## src/core/plt_pkg.sv

```systemverilog
// Shared constants, encodings and carrier types of the load and thermal supervisor
package plt_pkg;
	// Time base
	localparam int CLK_HZ = 50_000_000;
	localparam int TICK_MS = 100;
	localparam int TICK_CYCLES = CLK_HZ / 1000 * TICK_MS;
	localparam int TICKS_PER_S = 1000 / TICK_MS;

	// Register byte offsets
	localparam logic [7:0] A_CTRL = 8'h00;
	localparam logic [7:0] A_UL_CFG = 8'h04;
	localparam logic [7:0] A_OL_CFG = 8'h08;
	localparam logic [7:0] A_SENS_CFG = 8'h0C;
	localparam logic [7:0] A_SENS_LVL = 8'h10;
	localparam logic [7:0] A_STATUS = 8'h14;
	localparam logic [7:0] A_TEMP = 8'h18;
	localparam logic [7:0] A_THERM = 8'h1C;

	// Field positions
	localparam int CTRL_UL_EN = 0;
	localparam int CTRL_OL_EN = 1;
	localparam int CTRL_CASC = 2;
	localparam int CTRL_SENS_EN = 3;
	localparam int CTRL_STOP_TYPE = 4;
	localparam int CTRL_FRST = 8;
	localparam int CFG_THR = 8;
	localparam int UL_RESP = 16;
	localparam int OL_RESP = 20;
	localparam int SC_FILT = 4;
	localparam int SC_RESP = 8;
	localparam int SC_WGRP = 12;
	localparam int SL_WARN = 16;

	// Reset values and limits
	localparam logic [9:0] UL_DELAY_RST = 10'h03C;
	localparam logic [9:0] UL_THR_RST = 10'h03C;
	localparam logic [9:0] UL_THR_MIN = 10'h014;
	localparam logic [9:0] UL_THR_MAX = 10'h064;
	localparam logic [9:0] OL_DELAY_RST = 10'h00A;
	localparam logic [9:0] OL_THR_RST = 10'h050;
	localparam logic [9:0] OL_THR_MIN = 10'h032;
	localparam logic [9:0] OL_THR_MAX = 10'h12C;
	localparam logic [9:0] DELAY_MAX = 10'h064;
	localparam logic [9:0] HYST_PCT = 10'h00A;
	localparam logic [9:0] FILT_RST = 10'h000;
	localparam logic [9:0] FILT_MAX = 10'h00A;
	localparam logic signed [12:0] ERR_LVL_RST = 13'sh044C;
	localparam logic signed [12:0] WARN_LVL_RST = 13'sh0384;
	localparam logic signed [12:0] LVL_MIN = 13'sh1F6A;
	localparam logic signed [12:0] LVL_MAX = 13'sh07D0;
	localparam logic signed [12:0] TEMP_SHORT = 13'sh1EA2;
	localparam logic signed [12:0] TEMP_OPEN = 13'sh0812;
	localparam logic [2:0] HSIZE_WORD = 3'h2;

	typedef enum logic [2:0] {
		RESP_IGNORE = 3'h0,
		RESP_FREEWHEEL = 3'h1,
		RESP_PER_STOP = 3'h2,
		RESP_DECEL = 3'h3,
		RESP_BRAKE = 3'h4
	} plt_resp_t;

	typedef enum logic [1:0] {
		STOP_NONE = 2'h0,
		STOP_FREE = 2'h1,
		STOP_DECEL = 2'h2,
		STOP_BRAKE = 2'h3
	} plt_stop_t;

	typedef enum logic [1:0] {
		SENS_PTC = 2'h0,
		SENS_PT_2W = 2'h1,
		SENS_PT_3W = 2'h2
	} plt_sens_t;

	typedef enum logic [2:0] {
		TS_IDLE = 3'b001,
		TS_STOP = 3'b010,
		TS_LATCH = 3'b100
	} plt_tstate_t;

	// Process and sensor measurements from the analog front end
	typedef struct packed {
		logic [9:0] torque_pct;
		logic [9:0] current_pct;
		logic running;
		logic motor_active;
		logic stop_done;
		logic signed [12:0] sensor_temp;
		logic sensor_open;
		logic sensor_short;
		logic [8:0] motor_therm;
		logic [7:0] device_therm;
	} plt_meas_t;

	// Supervision results towards stop sequencing and digital outputs
	typedef struct packed {
		logic ul_err;
		logic ul_warn;
		logic ol_err;
		logic ol_warn;
		logic sens_err;
		logic sens_warn;
		plt_stop_t stop_cmd;
	} plt_alarm_t;
endpackage

```

## src/core/plt_supervisor.sv

```systemverilog
// Process load and sensor temperature supervisor with AHB-Lite register slave
`timescale 1ns/100ps
// Functional notes
// - Underload acts in running state after torque stays below threshold beyond delay.
// - Cascade operation forces underload and overload enables off.
// - Underload delay in whole seconds, default 60, expiry gives warning or error.
// - Underload timer clears when torque exceeds threshold plus ten percent, or when underload is disabled or the motor is not running.
// - Underload threshold 20 to 100 percent of nominal torque, default 60.
// - Underload response yes raises error, otherwise warning bit; default warning.
// - Overload acts while motor active after current exceeds threshold beyond delay.
// - Overload delay in whole seconds, default 10, expiry gives warning or error.
// - Overload timer clears when current drops below threshold minus ten percent, or when overload is disabled or the motor is not active.
// - Overload threshold 50 to 300 percent of nominal current, default 80.
// - Overload response yes raises error, otherwise warning bit; default warning.
// - Sensor supervision off by default; flags overheat, open and short circuit.
// - Sensor type selects PTC chain (default), two-wire or three-wire probe.
// - Sensor input low-pass filter up to ten seconds, default zero means none.
// - Thermal response: ignore, freewheel with error, normal stop, decel or brake.
// - Thermal decel and brake choices are kept apart from the normal stop type.
// - Error level default 110.0 C; resettable only below level minus ten percent.
// - Warning level default 90.0 C; produced only when assigned to a group.
// - Sensor warning resettable once temperature is below error level minus ten percent.
// - Displayed temperature forced to -35.0 C on short, 206.6 C on open.
// - Motor thermal state reported as percent of nominal.
// - Device heatsink thermal state reported as percent of nominal.
module plt_supervisor
	import plt_pkg::*;
#(
	parameter int TICK_CYC = TICK_CYCLES
)(
	input wire logic clk,
	input wire logic resetn,
	input wire logic hsel,
	input wire logic [31:0] haddr,
	input wire logic [1:0] htrans,
	input wire logic hwrite,
	input wire logic [2:0] hsize,
	input wire logic [31:0] hwdata,
	input wire logic hready,
	output logic hreadyout,
	output logic [31:0] hrdata,
	output logic hresp,
	input wire plt_meas_t meas,
	output plt_alarm_t alarm
);
	localparam int TW = $clog2(TICK_CYC + 1);
	localparam logic [TW-1:0] TICK_LAST = TW'(TICK_CYC - 1);
	localparam logic [10:0] TMR_MAX = 11'h7FF;

	// Clamp an unsigned setting into its legal span
	function automatic logic [9:0] clamp_u(input logic [9:0] v, input logic [9:0] lo,
		input logic [9:0] hi);
		clamp_u = (v < lo) ? lo : ((v > hi) ? hi : v);
	endfunction

	// Clamp a temperature level in tenths of a degree
	function automatic logic signed [12:0] clamp_t(input logic signed [12:0] v);
		clamp_t = (v < LVL_MIN) ? LVL_MIN : ((v > LVL_MAX) ? LVL_MAX : v);
	endfunction

	// Seconds to ticks
	function automatic logic [10:0] dly_ticks(input logic [9:0] d);
		dly_ticks = 11'(d * 10'(TICKS_PER_S));
	endfunction

	// Level minus ten percent of itself, the release point of sensor flags
	function automatic logic signed [12:0] hyst_lvl(input logic signed [12:0] l);
		hyst_lvl = l - (l / 13'sh000A);
	endfunction

	// Filter shift: time constant in ticks rounded to a power of two
	function automatic logic [2:0] filt_shift(input logic [9:0] s);
		case (s)
			10'h001: filt_shift = 3'h3;
			10'h002: filt_shift = 3'h4;
			10'h003, 10'h004: filt_shift = 3'h5;
			10'h005, 10'h006, 10'h007, 10'h008: filt_shift = 3'h6;
			default: filt_shift = 3'h7;
		endcase
	endfunction

	logic rst_s1_r, rst_n;
	logic [TW-1:0] tick_cnt_r;
	logic tick_r;
	logic wr_pend_r, rd_pend_r, hready_r, frst_r;
	logic [7:0] addr_r;
	logic [31:0] hrdata_r;
	logic ul_en_r, ol_en_r, casc_r, sens_en_r, ul_resp_r, ol_resp_r, wgrp_r;
	logic [9:0] ul_dly_r, ul_thr_r, ol_dly_r, ol_thr_r, filt_set_r;
	plt_stop_t stop_type_r;
	plt_resp_t sresp_r;
	plt_sens_t stype_r;
	logic signed [12:0] err_lvl_r, warn_lvl_r, disp_r;
	logic signed [16:0] filt_r;
	logic [10:0] ul_tmr_r, ol_tmr_r;
	logic ul_err_r, ul_warn_r, ol_err_r, ol_warn_r, sens_err_r, sens_warn_r;
	plt_stop_t stop_r;
	plt_tstate_t ts_r;
	logic [31:0] wd;
	logic wr_ctrl, ul_act, ol_act, ul_hit, ol_hit, sens_fault, sens_rel, warn_hit;
	logic signed [17:0] fdiff;

	// Asynchronous assertion, release through two flops
	always_ff @(posedge clk or negedge resetn)
	begin
		if (!resetn)
		begin
			rst_s1_r <= 1'b0;
			rst_n <= 1'b0;
		end
		else
		begin
			rst_s1_r <= 1'b1;
			rst_n <= rst_s1_r;
		end
	end

	// Fixed supervision tick
	always_ff @(posedge clk or negedge rst_n)
	begin
		if (!rst_n)
		begin
			tick_cnt_r <= '0;
			tick_r <= 1'b0;
		end
		else
		begin
			tick_r <= (tick_cnt_r == TICK_LAST);
			tick_cnt_r <= (tick_cnt_r == TICK_LAST) ? '0 : tick_cnt_r + 1'b1;
		end
	end

	// Bus slave: writes complete without wait, reads take one wait state
	always_ff @(posedge clk or negedge rst_n)
	begin
		if (!rst_n)
		begin
			wr_pend_r <= 1'b0;
			rd_pend_r <= 1'b0;
			hready_r <= 1'b1;
			addr_r <= 8'h00;
			hrdata_r <= 32'h0000_0000;
		end
		else
		begin
			wr_pend_r <= 1'b0;
			if (rd_pend_r)
			begin
				hrdata_r <= rd_mux(addr_r);
				hready_r <= 1'b1;
				rd_pend_r <= 1'b0;
			end
			if (hsel && hready && htrans[1])
			begin
				addr_r <= haddr[7:0];
				wr_pend_r <= hwrite && (hsize == HSIZE_WORD);
				if (!hwrite)
				begin
					rd_pend_r <= 1'b1;
					hready_r <= 1'b0;
				end
			end
		end
	end

	assign wd = hwdata;
	assign wr_ctrl = wr_pend_r && (addr_r == A_CTRL);

	// Read data; the wait state keeps a just-written value visible
	function automatic logic [31:0] rd_mux(input logic [7:0] a);
		case (a)
			A_CTRL: rd_mux = {26'h0, stop_type_r, sens_en_r, casc_r, ol_en_r, ul_en_r};
			// Threshold field is eight bits wide here, so the response sits right above it
			A_UL_CFG: rd_mux = {15'h0, ul_resp_r, ul_thr_r[7:0], ul_dly_r[7:0]};
			A_OL_CFG: rd_mux = {11'h0, ol_resp_r, 2'h0, ol_thr_r, 8'h00} | {24'h0, ol_dly_r[7:0]};
			A_SENS_CFG: rd_mux = {19'h0, wgrp_r, 1'b0, sresp_r, filt_set_r[3:0], 2'h0, stype_r};
			A_SENS_LVL: rd_mux = {3'h0, warn_lvl_r, 3'h0, err_lvl_r};
			A_STATUS: rd_mux = {18'h0, stop_r, 1'b0, ts_r, meas.sensor_short, meas.sensor_open,
				sens_warn_r, sens_err_r, ol_warn_r, ol_err_r, ul_warn_r, ul_err_r};
			A_TEMP: rd_mux = {19'h0, disp_r};
			A_THERM: rd_mux = {8'h00, meas.device_therm, 7'h00, meas.motor_therm};
			default: rd_mux = 32'h0000_0000;
		endcase
	endfunction

	// Control register and fault reset strobe
	always_ff @(posedge clk or negedge rst_n)
	begin
		if (!rst_n)
		begin
			ul_en_r <= 1'b0;
			ol_en_r <= 1'b0;
			casc_r <= 1'b0;
			sens_en_r <= 1'b0;
			stop_type_r <= STOP_FREE;
			frst_r <= 1'b0;
		end
		else
		begin
			frst_r <= wr_ctrl && wd[CTRL_FRST];
			if (wr_ctrl)
			begin
				casc_r <= wd[CTRL_CASC];
				sens_en_r <= wd[CTRL_SENS_EN];
				ul_en_r <= wd[CTRL_UL_EN] && !wd[CTRL_CASC];
				ol_en_r <= wd[CTRL_OL_EN] && !wd[CTRL_CASC];
				if (wd[CTRL_STOP_TYPE+1 -: 2] != STOP_NONE)
					stop_type_r <= plt_stop_t'(wd[CTRL_STOP_TYPE+1 -: 2]);
			end
		end
	end

	// Load supervision settings, writable only while enabled
	always_ff @(posedge clk or negedge rst_n)
	begin
		if (!rst_n)
		begin
			ul_dly_r <= UL_DELAY_RST;
			ul_thr_r <= UL_THR_RST;
			ul_resp_r <= 1'b0;
			ol_dly_r <= OL_DELAY_RST;
			ol_thr_r <= OL_THR_RST;
			ol_resp_r <= 1'b0;
		end
		else
		begin
			if (wr_pend_r && addr_r == A_UL_CFG && ul_en_r)
			begin
				ul_dly_r <= clamp_u({2'h0, wd[7:0]}, 10'h000, DELAY_MAX);
				ul_thr_r <= clamp_u({2'h0, wd[CFG_THR +: 8]}, UL_THR_MIN, UL_THR_MAX);
				ul_resp_r <= wd[UL_RESP];
			end
			if (wr_pend_r && addr_r == A_OL_CFG && ol_en_r)
			begin
				ol_dly_r <= clamp_u({2'h0, wd[7:0]}, 10'h000, DELAY_MAX);
				ol_thr_r <= clamp_u(wd[CFG_THR +: 10], OL_THR_MIN, OL_THR_MAX);
				ol_resp_r <= wd[OL_RESP];
			end
		end
	end

	// Sensor settings; the thermal response is its own field, apart from the stop type
	always_ff @(posedge clk or negedge rst_n)
	begin
		if (!rst_n)
		begin
			stype_r <= SENS_PTC;
			filt_set_r <= FILT_RST;
			sresp_r <= RESP_FREEWHEEL;
			wgrp_r <= 1'b0;
			err_lvl_r <= ERR_LVL_RST;
			warn_lvl_r <= WARN_LVL_RST;
		end
		else
		begin
			if (wr_pend_r && addr_r == A_SENS_CFG && sens_en_r)
			begin
				if (wd[1:0] <= SENS_PT_3W)
					stype_r <= plt_sens_t'(wd[1:0]);
				filt_set_r <= clamp_u({6'h00, wd[SC_FILT +: 4]}, 10'h000, FILT_MAX);
				if (wd[SC_RESP +: 3] <= RESP_BRAKE)
					sresp_r <= plt_resp_t'(wd[SC_RESP +: 3]);
				wgrp_r <= wd[SC_WGRP];
			end
			if (wr_pend_r && addr_r == A_SENS_LVL && sens_en_r)
			begin
				err_lvl_r <= clamp_t(wd[12:0]);
				warn_lvl_r <= clamp_t(wd[SL_WARN +: 13]);
			end
		end
	end

	assign ul_act = ul_en_r && meas.running;
	assign ol_act = ol_en_r && meas.motor_active;
	assign ul_hit = ul_act && (ul_tmr_r > dly_ticks(ul_dly_r));
	assign ol_hit = ol_act && (ol_tmr_r > dly_ticks(ol_dly_r));

	// Delay timers; between the threshold and the hysteresis band they hold
	always_ff @(posedge clk or negedge rst_n)
	begin
		if (!rst_n)
		begin
			ul_tmr_r <= 11'h000;
			ol_tmr_r <= 11'h000;
		end
		else
		begin
			if (!ul_act || meas.torque_pct > ul_thr_r + HYST_PCT)
				ul_tmr_r <= 11'h000;
			else if (tick_r && meas.torque_pct < ul_thr_r && ul_tmr_r != TMR_MAX)
				ul_tmr_r <= ul_tmr_r + 11'h001;
			if (!ol_act || meas.current_pct < ol_thr_r - HYST_PCT)
				ol_tmr_r <= 11'h000;
			else if (tick_r && meas.current_pct > ol_thr_r && ol_tmr_r != TMR_MAX)
				ol_tmr_r <= ol_tmr_r + 11'h001;
		end
	end

	// Load flags are sticky; a new detection wins over a fault reset
	always_ff @(posedge clk or negedge rst_n)
	begin
		if (!rst_n)
		begin
			ul_err_r <= 1'b0;
			ul_warn_r <= 1'b0;
			ol_err_r <= 1'b0;
			ol_warn_r <= 1'b0;
		end
		else
		begin
			ul_err_r <= (ul_hit && ul_resp_r) || (ul_err_r && !frst_r);
			ul_warn_r <= (ul_hit && !ul_resp_r) || (ul_warn_r && !frst_r);
			ol_err_r <= (ol_hit && ol_resp_r) || (ol_err_r && !frst_r);
			ol_warn_r <= (ol_hit && !ol_resp_r) || (ol_warn_r && !frst_r);
		end
	end

	// First-order low pass in 1/160 degree steps, updated per tick
	assign fdiff = 18'(signed'({meas.sensor_temp, 4'h0})) - 18'(filt_r);
	always_ff @(posedge clk or negedge rst_n)
	begin
		if (!rst_n)
		begin
			filt_r <= 17'sh00000;
			disp_r <= 13'sh0000;
		end
		else
		begin
			if (filt_set_r == 10'h000)
				filt_r <= {meas.sensor_temp, 4'h0};
			else if (tick_r)
				filt_r <= filt_r + 17'(fdiff >>> filt_shift(filt_set_r));
			if (meas.sensor_short)
				disp_r <= TEMP_SHORT;
			else if (meas.sensor_open)
				disp_r <= TEMP_OPEN;
			else
				disp_r <= filt_r[16:4];
		end
	end

	assign sens_fault = meas.sensor_open || meas.sensor_short || (disp_r >= err_lvl_r);
	assign sens_rel = !meas.sensor_open && !meas.sensor_short && (disp_r <= hyst_lvl(err_lvl_r));
	assign warn_hit = sens_en_r && wgrp_r && (stype_r != SENS_PTC) && (disp_r >= warn_lvl_r);

	// Thermal response sequencing and sensor error flag
	always_ff @(posedge clk or negedge rst_n)
	begin
		if (!rst_n)
		begin
			ts_r <= TS_IDLE;
			stop_r <= STOP_NONE;
			sens_err_r <= 1'b0;
		end
		else
		begin
			case (ts_r)
				TS_IDLE:
					if (sens_en_r && sens_fault)
					begin
						case (sresp_r)
							RESP_FREEWHEEL:
							begin
								sens_err_r <= 1'b1;
								stop_r <= STOP_FREE;
								ts_r <= TS_LATCH;
							end
							RESP_PER_STOP:
							begin
								stop_r <= stop_type_r;
								ts_r <= TS_LATCH;
							end
							RESP_DECEL:
							begin
								stop_r <= STOP_DECEL;
								ts_r <= TS_STOP;
							end
							RESP_BRAKE:
							begin
								stop_r <= STOP_BRAKE;
								ts_r <= TS_STOP;
							end
							default: ts_r <= TS_IDLE;
						endcase
					end
				TS_STOP:
					if (meas.stop_done)
					begin
						sens_err_r <= 1'b1;
						ts_r <= TS_LATCH;
					end
				TS_LATCH:
					if (frst_r && sens_rel)
					begin
						sens_err_r <= 1'b0;
						stop_r <= STOP_NONE;
						ts_r <= TS_IDLE;
					end
				default: ts_r <= TS_IDLE;
			endcase
		end
	end

	// Sensor warning; release only below the error level less ten percent
	always_ff @(posedge clk or negedge rst_n)
	begin
		if (!rst_n)
			sens_warn_r <= 1'b0;
		else
			sens_warn_r <= warn_hit || (sens_warn_r && !(frst_r && sens_rel));
	end

	assign hreadyout = hready_r;
	assign hrdata = hrdata_r;
	assign hresp = 1'b0;
	assign alarm = {ul_err_r, ul_warn_r, ol_err_r, ol_warn_r, sens_err_r, sens_warn_r, stop_r};
endmodule // plt_supervisor

```

## config.mk

```make
export PLATFORM = sky130hd
export DESIGN_NAME = plt_supervisor
export DESIGN_NICKNAME = d
export VERILOG_FILES = /design/src/core/plt_pkg.sv /design/src/core/plt_supervisor.sv
export SDC_FILE = /design/constraint.sdc
export NUM_CORES = 1
export LEC_CHECK = 0
export BUFFER_PORTS_ARGS = -buffer_cell sky130_fd_sc_hd__buf_2
export CORE_MARGIN = 10
export CORE_UTILIZATION = 64
export DETAILED_ROUTE_END_ITERATION = 10
export PLACE_DENSITY = 0.86
export SYNTH_ARGS = -nofsm -noshare
export SYNTH_HDL_FRONTEND = slang
export SYNTH_SLANG_ARGS = --single-unit
```

## constraint.sdc

```tcl
create_clock -name clk -period 14.22 [get_ports clk]
set_input_delay 2.133 -clock clk [delete_from_list [all_inputs] [get_ports clk]]
set_output_delay 2.133 -clock clk [all_outputs]
set_load 0.1 [all_outputs]
```

==> summary.md <==
| Metric | Value |
|---|---|
| Synthesized area per cell | `8.47 sq um` |
| Reg clk slew, reported paths | `0.06 ns` |
| Async S/R FF share, synth | `100%` |
| Synth top area cells | `dfrtp_1 (28%), ha_1 (13%), o21ai_0 (4.6%)` |
| First-pass GRT wire length | `75400 um` |
| WS Path Type | `reg2reg` |
| Port Buffers | `138` |
| Synth unique cells | `88` |
| Cell Rows | `58` |
| Setup_tns | `0 ns` |
| Worst vdd ir | `0.127 mV` |
| Setup Skew | `0.0220 ns` |
| Arrival @ worst endpoint | `10.29 ns` |
| GP Congestion | `1.03` |
| Initial core utilization | `64.8%` |
| Synth top area share | `28.4%` |
| CP Capture Type | `flop` |
| I/O pins | `171` |
| Dominant synthesized flop cell | `dfrtp_1` |
| Setup Buffers After CTS | `0` |
| Maximum clock frequency | `101 MHz` |
| CP Max Fanout | `15` |
| Residual DRC count | `0` |
| Die height | `179 um` |
| Syn Inst Count | `1914` |
| Max Root-Sink Buffers | `3` |
| Post-synth top area cell | `dfrtp_1` |
| WL met2 | `22000 um` |
| # resized after CTS | `0` |
| Period minus WS final | `9.88 ns` |
| Core area | `25000 sq um` |
| Crit path largest cell delay | `0.91 ns` |
| M1 WL | `18500 um` |
| Slew margin rel. | `17.1%` |
| Share of cells above drive strength 1 | `12.3%` |
| Yosys warns | `0` |
| Tcrit/Tclk final | `69.5%` |
| Gr usage total | `28.8%` |
| Final Max Slew Viols | `0` |
| Most common cell in the netlist | `dfrtp_1` |
| Clk root buf | `clkbuf_16` |
| Number of hold violations in the final report | `0` |
| Power per standard cell area | `107 nW/um^2` |
| RSZ-0062 raised after global routing | `no` |
| TritonCTS clock tree | `yes` |
| DR iter-0 viols | `1726` |
| DIE AREA | `32100 sq um` |
| Total CTS buffers | `25` |
| Lkg Pwr | `8.55 nW` |
| DP HPWL | `36000 um` |
| Hold Crit Class | `reg2reg` |
| Vias in the first global route | `15.0k` |
| Vias per inst | `6.40` |
| Post-DR wirelength/cell | `20.0 um` |
| Dominant cell type by count on the critical path | `a21oi_1` |
| EDFF count, synth | `0` |
| Post-synthesis sequential area ratio | `32.3%` |
| GRT Residual Overflow | `0` |
| Synthesized flop and latch total | `208` |
| Die Wd | `179 um` |
| Startpoint types | `flop` |
| Outcome | `finished, final reports clean` |
| Num Clock Sinks | `208` |
| H-tree Lvls | `1` |
| Routed length on met3 | `4550 um` |
| Initial antenna violation count | `3` |
| Hold_ws | `0.360 ns` |
| Slowest cell on the critical path | `xnor2_1` |
| Worst-Margin Slew | `1.23 ns` |
| Mapped Area | `16200 sq um` |
| Vias | `15.1k` |
| Most instantiated cells after synthesis | `dfrtp_1 (184), ha_1 (169), nand2_1 (166)` |
| Max-Cap Viols | `0` |
| Antenna-violating nets left | `0` |
| Nets@finish | `2313` |
| Wirelength, routed | `47200 um` |
| Clk_lat worst skew | `0.54 ns` |
| Final setup viols | `0` |
| Non-Filler Instances | `2363` |
| Max Used Layer | `met4` |
| Area grow syn2layout | `10.3%` |
| Largest net degree at the start of global routing | `86` |
| Post-layout util | `71.5%` |
| Pre-antenna DRT Iters | `6` |
| Inst Count DP | `2314` |
| # hold bufs at CTS | `0` |
| Worst EP required | `14.62 ns` |
## logic make-up after synthesis
group	synth area share [%]
XOR/XNOR	6.10
AND/OR/NAND/NOR	17.1
multiplexers	2.74
other	0.0463
adder cells (fa/ha/maj)	13.7
flip-flops	32.3
buffers and inverters	6.09
AO/OA/AOI/OAI	22.0
## power by group
group / total, mW / switching [mW] / internal (mW) / leakage [nW]
clock: 0.641 / 0.263 / 0.377 / 0.398
sequential: 0.673 / 0.0475 / 0.626 / 2.48
combinational: 0.595 / 0.368 / 0.227 / 5.67
## worst max-delay path: cells and delay by family, from the launching register on
family,cells,cell delay (ns)
multiplexers,1,0.19
flip-flops,1,0.53
AND/OR/NAND/NOR,11,1.86
AO/OA/AOI/OAI,19,4.35
buffers and inverters,2,0.42
XOR/XNOR,2,1.01
adder cells (fa/ha/maj),4,1.38
## metrics by stage
step	area, sq um	setup WS (ns)	total power, mW
after global routing	17900	3.55	2.00
after detailed placement	17100	4.53	1.26
final	17900	4.34	1.91
after floorplan	16200	6.29	1.13
after global placement	17100	4.88	1.24
after CTS	17900	4.53	1.90
## metal layers
metal | GRT usage [%] | vias up
met5 | 0 | -
met4 | 11.8 | 0
met3 | 5.01 | 149
met2 | 47.5 | 773
met1 | 36.7 | 7154
li1 | - | 7036
## registers in the layout, indices dropped and copies added (netlist names), 3 cells and up
register	cells
addr_r	8
disp_r	13
err_lvl_r	13
filt_r	17
filt_set_r	4
hrdata	29
ol_dly_r	8
ol_thr_r	10
ol_tmr_r	11
sresp_r	3
tick_cnt_r	23
ts_r	3
ul_dly_r	8
ul_thr_r	8
ul_tmr_r	11
warn_lvl_r	13
## worst paths after layout
kind,depth (start not counted),start,endpoint,slack [ns]
worst max-delay path,39,err_lvl_r[1]$_DFFE_PN0P_,stop_r[0]$_DFFE_PN0P_,4.34
worst min-delay path,0,rst_s1_r$_DFF_PN0_,rst_n$_DFF_PN0_,0.36
worst max register to register,39,err_lvl_r[1]$_DFFE_PN0P_,stop_r[0]$_DFFE_PN0P_,4.34
worst min register to register,0,rst_s1_r$_DFF_PN0_,rst_n$_DFF_PN0_,0.36
max in group asynchronous,1,rst_n$_DFF_PN0_,ol_tmr_r[9]$_DFFE_PN0P_,12.23
min in group asynchronous,0,rst_n$_DFF_PN0_,tick_cnt_r[0]$_DFF_PN0_,0.54
## area by class of cell
cell class	count	area, sq um
clock buffer	34	689
clock inverter	12	126
antenna	3	7.51
sequential	208	5240
tap	330	413
multi-input combinational	1464	10000
inverter	162	608
fill	1912	7150
timing repair buffer	150	781
## cell usage in the layout, fill, tap and decap left out, types with 40 or more instances in the layout
cell type	instances
xnor2_1	82
a21oi_1	116
ha_1	169
inv_1	162
o21ai_0	149
nor3_1	40
nand2_1	166
nand3_1	48
buf_2	138
nor2_1	159
dfrtp_1	183
a22oi_1	44
Power figures use the tool's default switching activity.
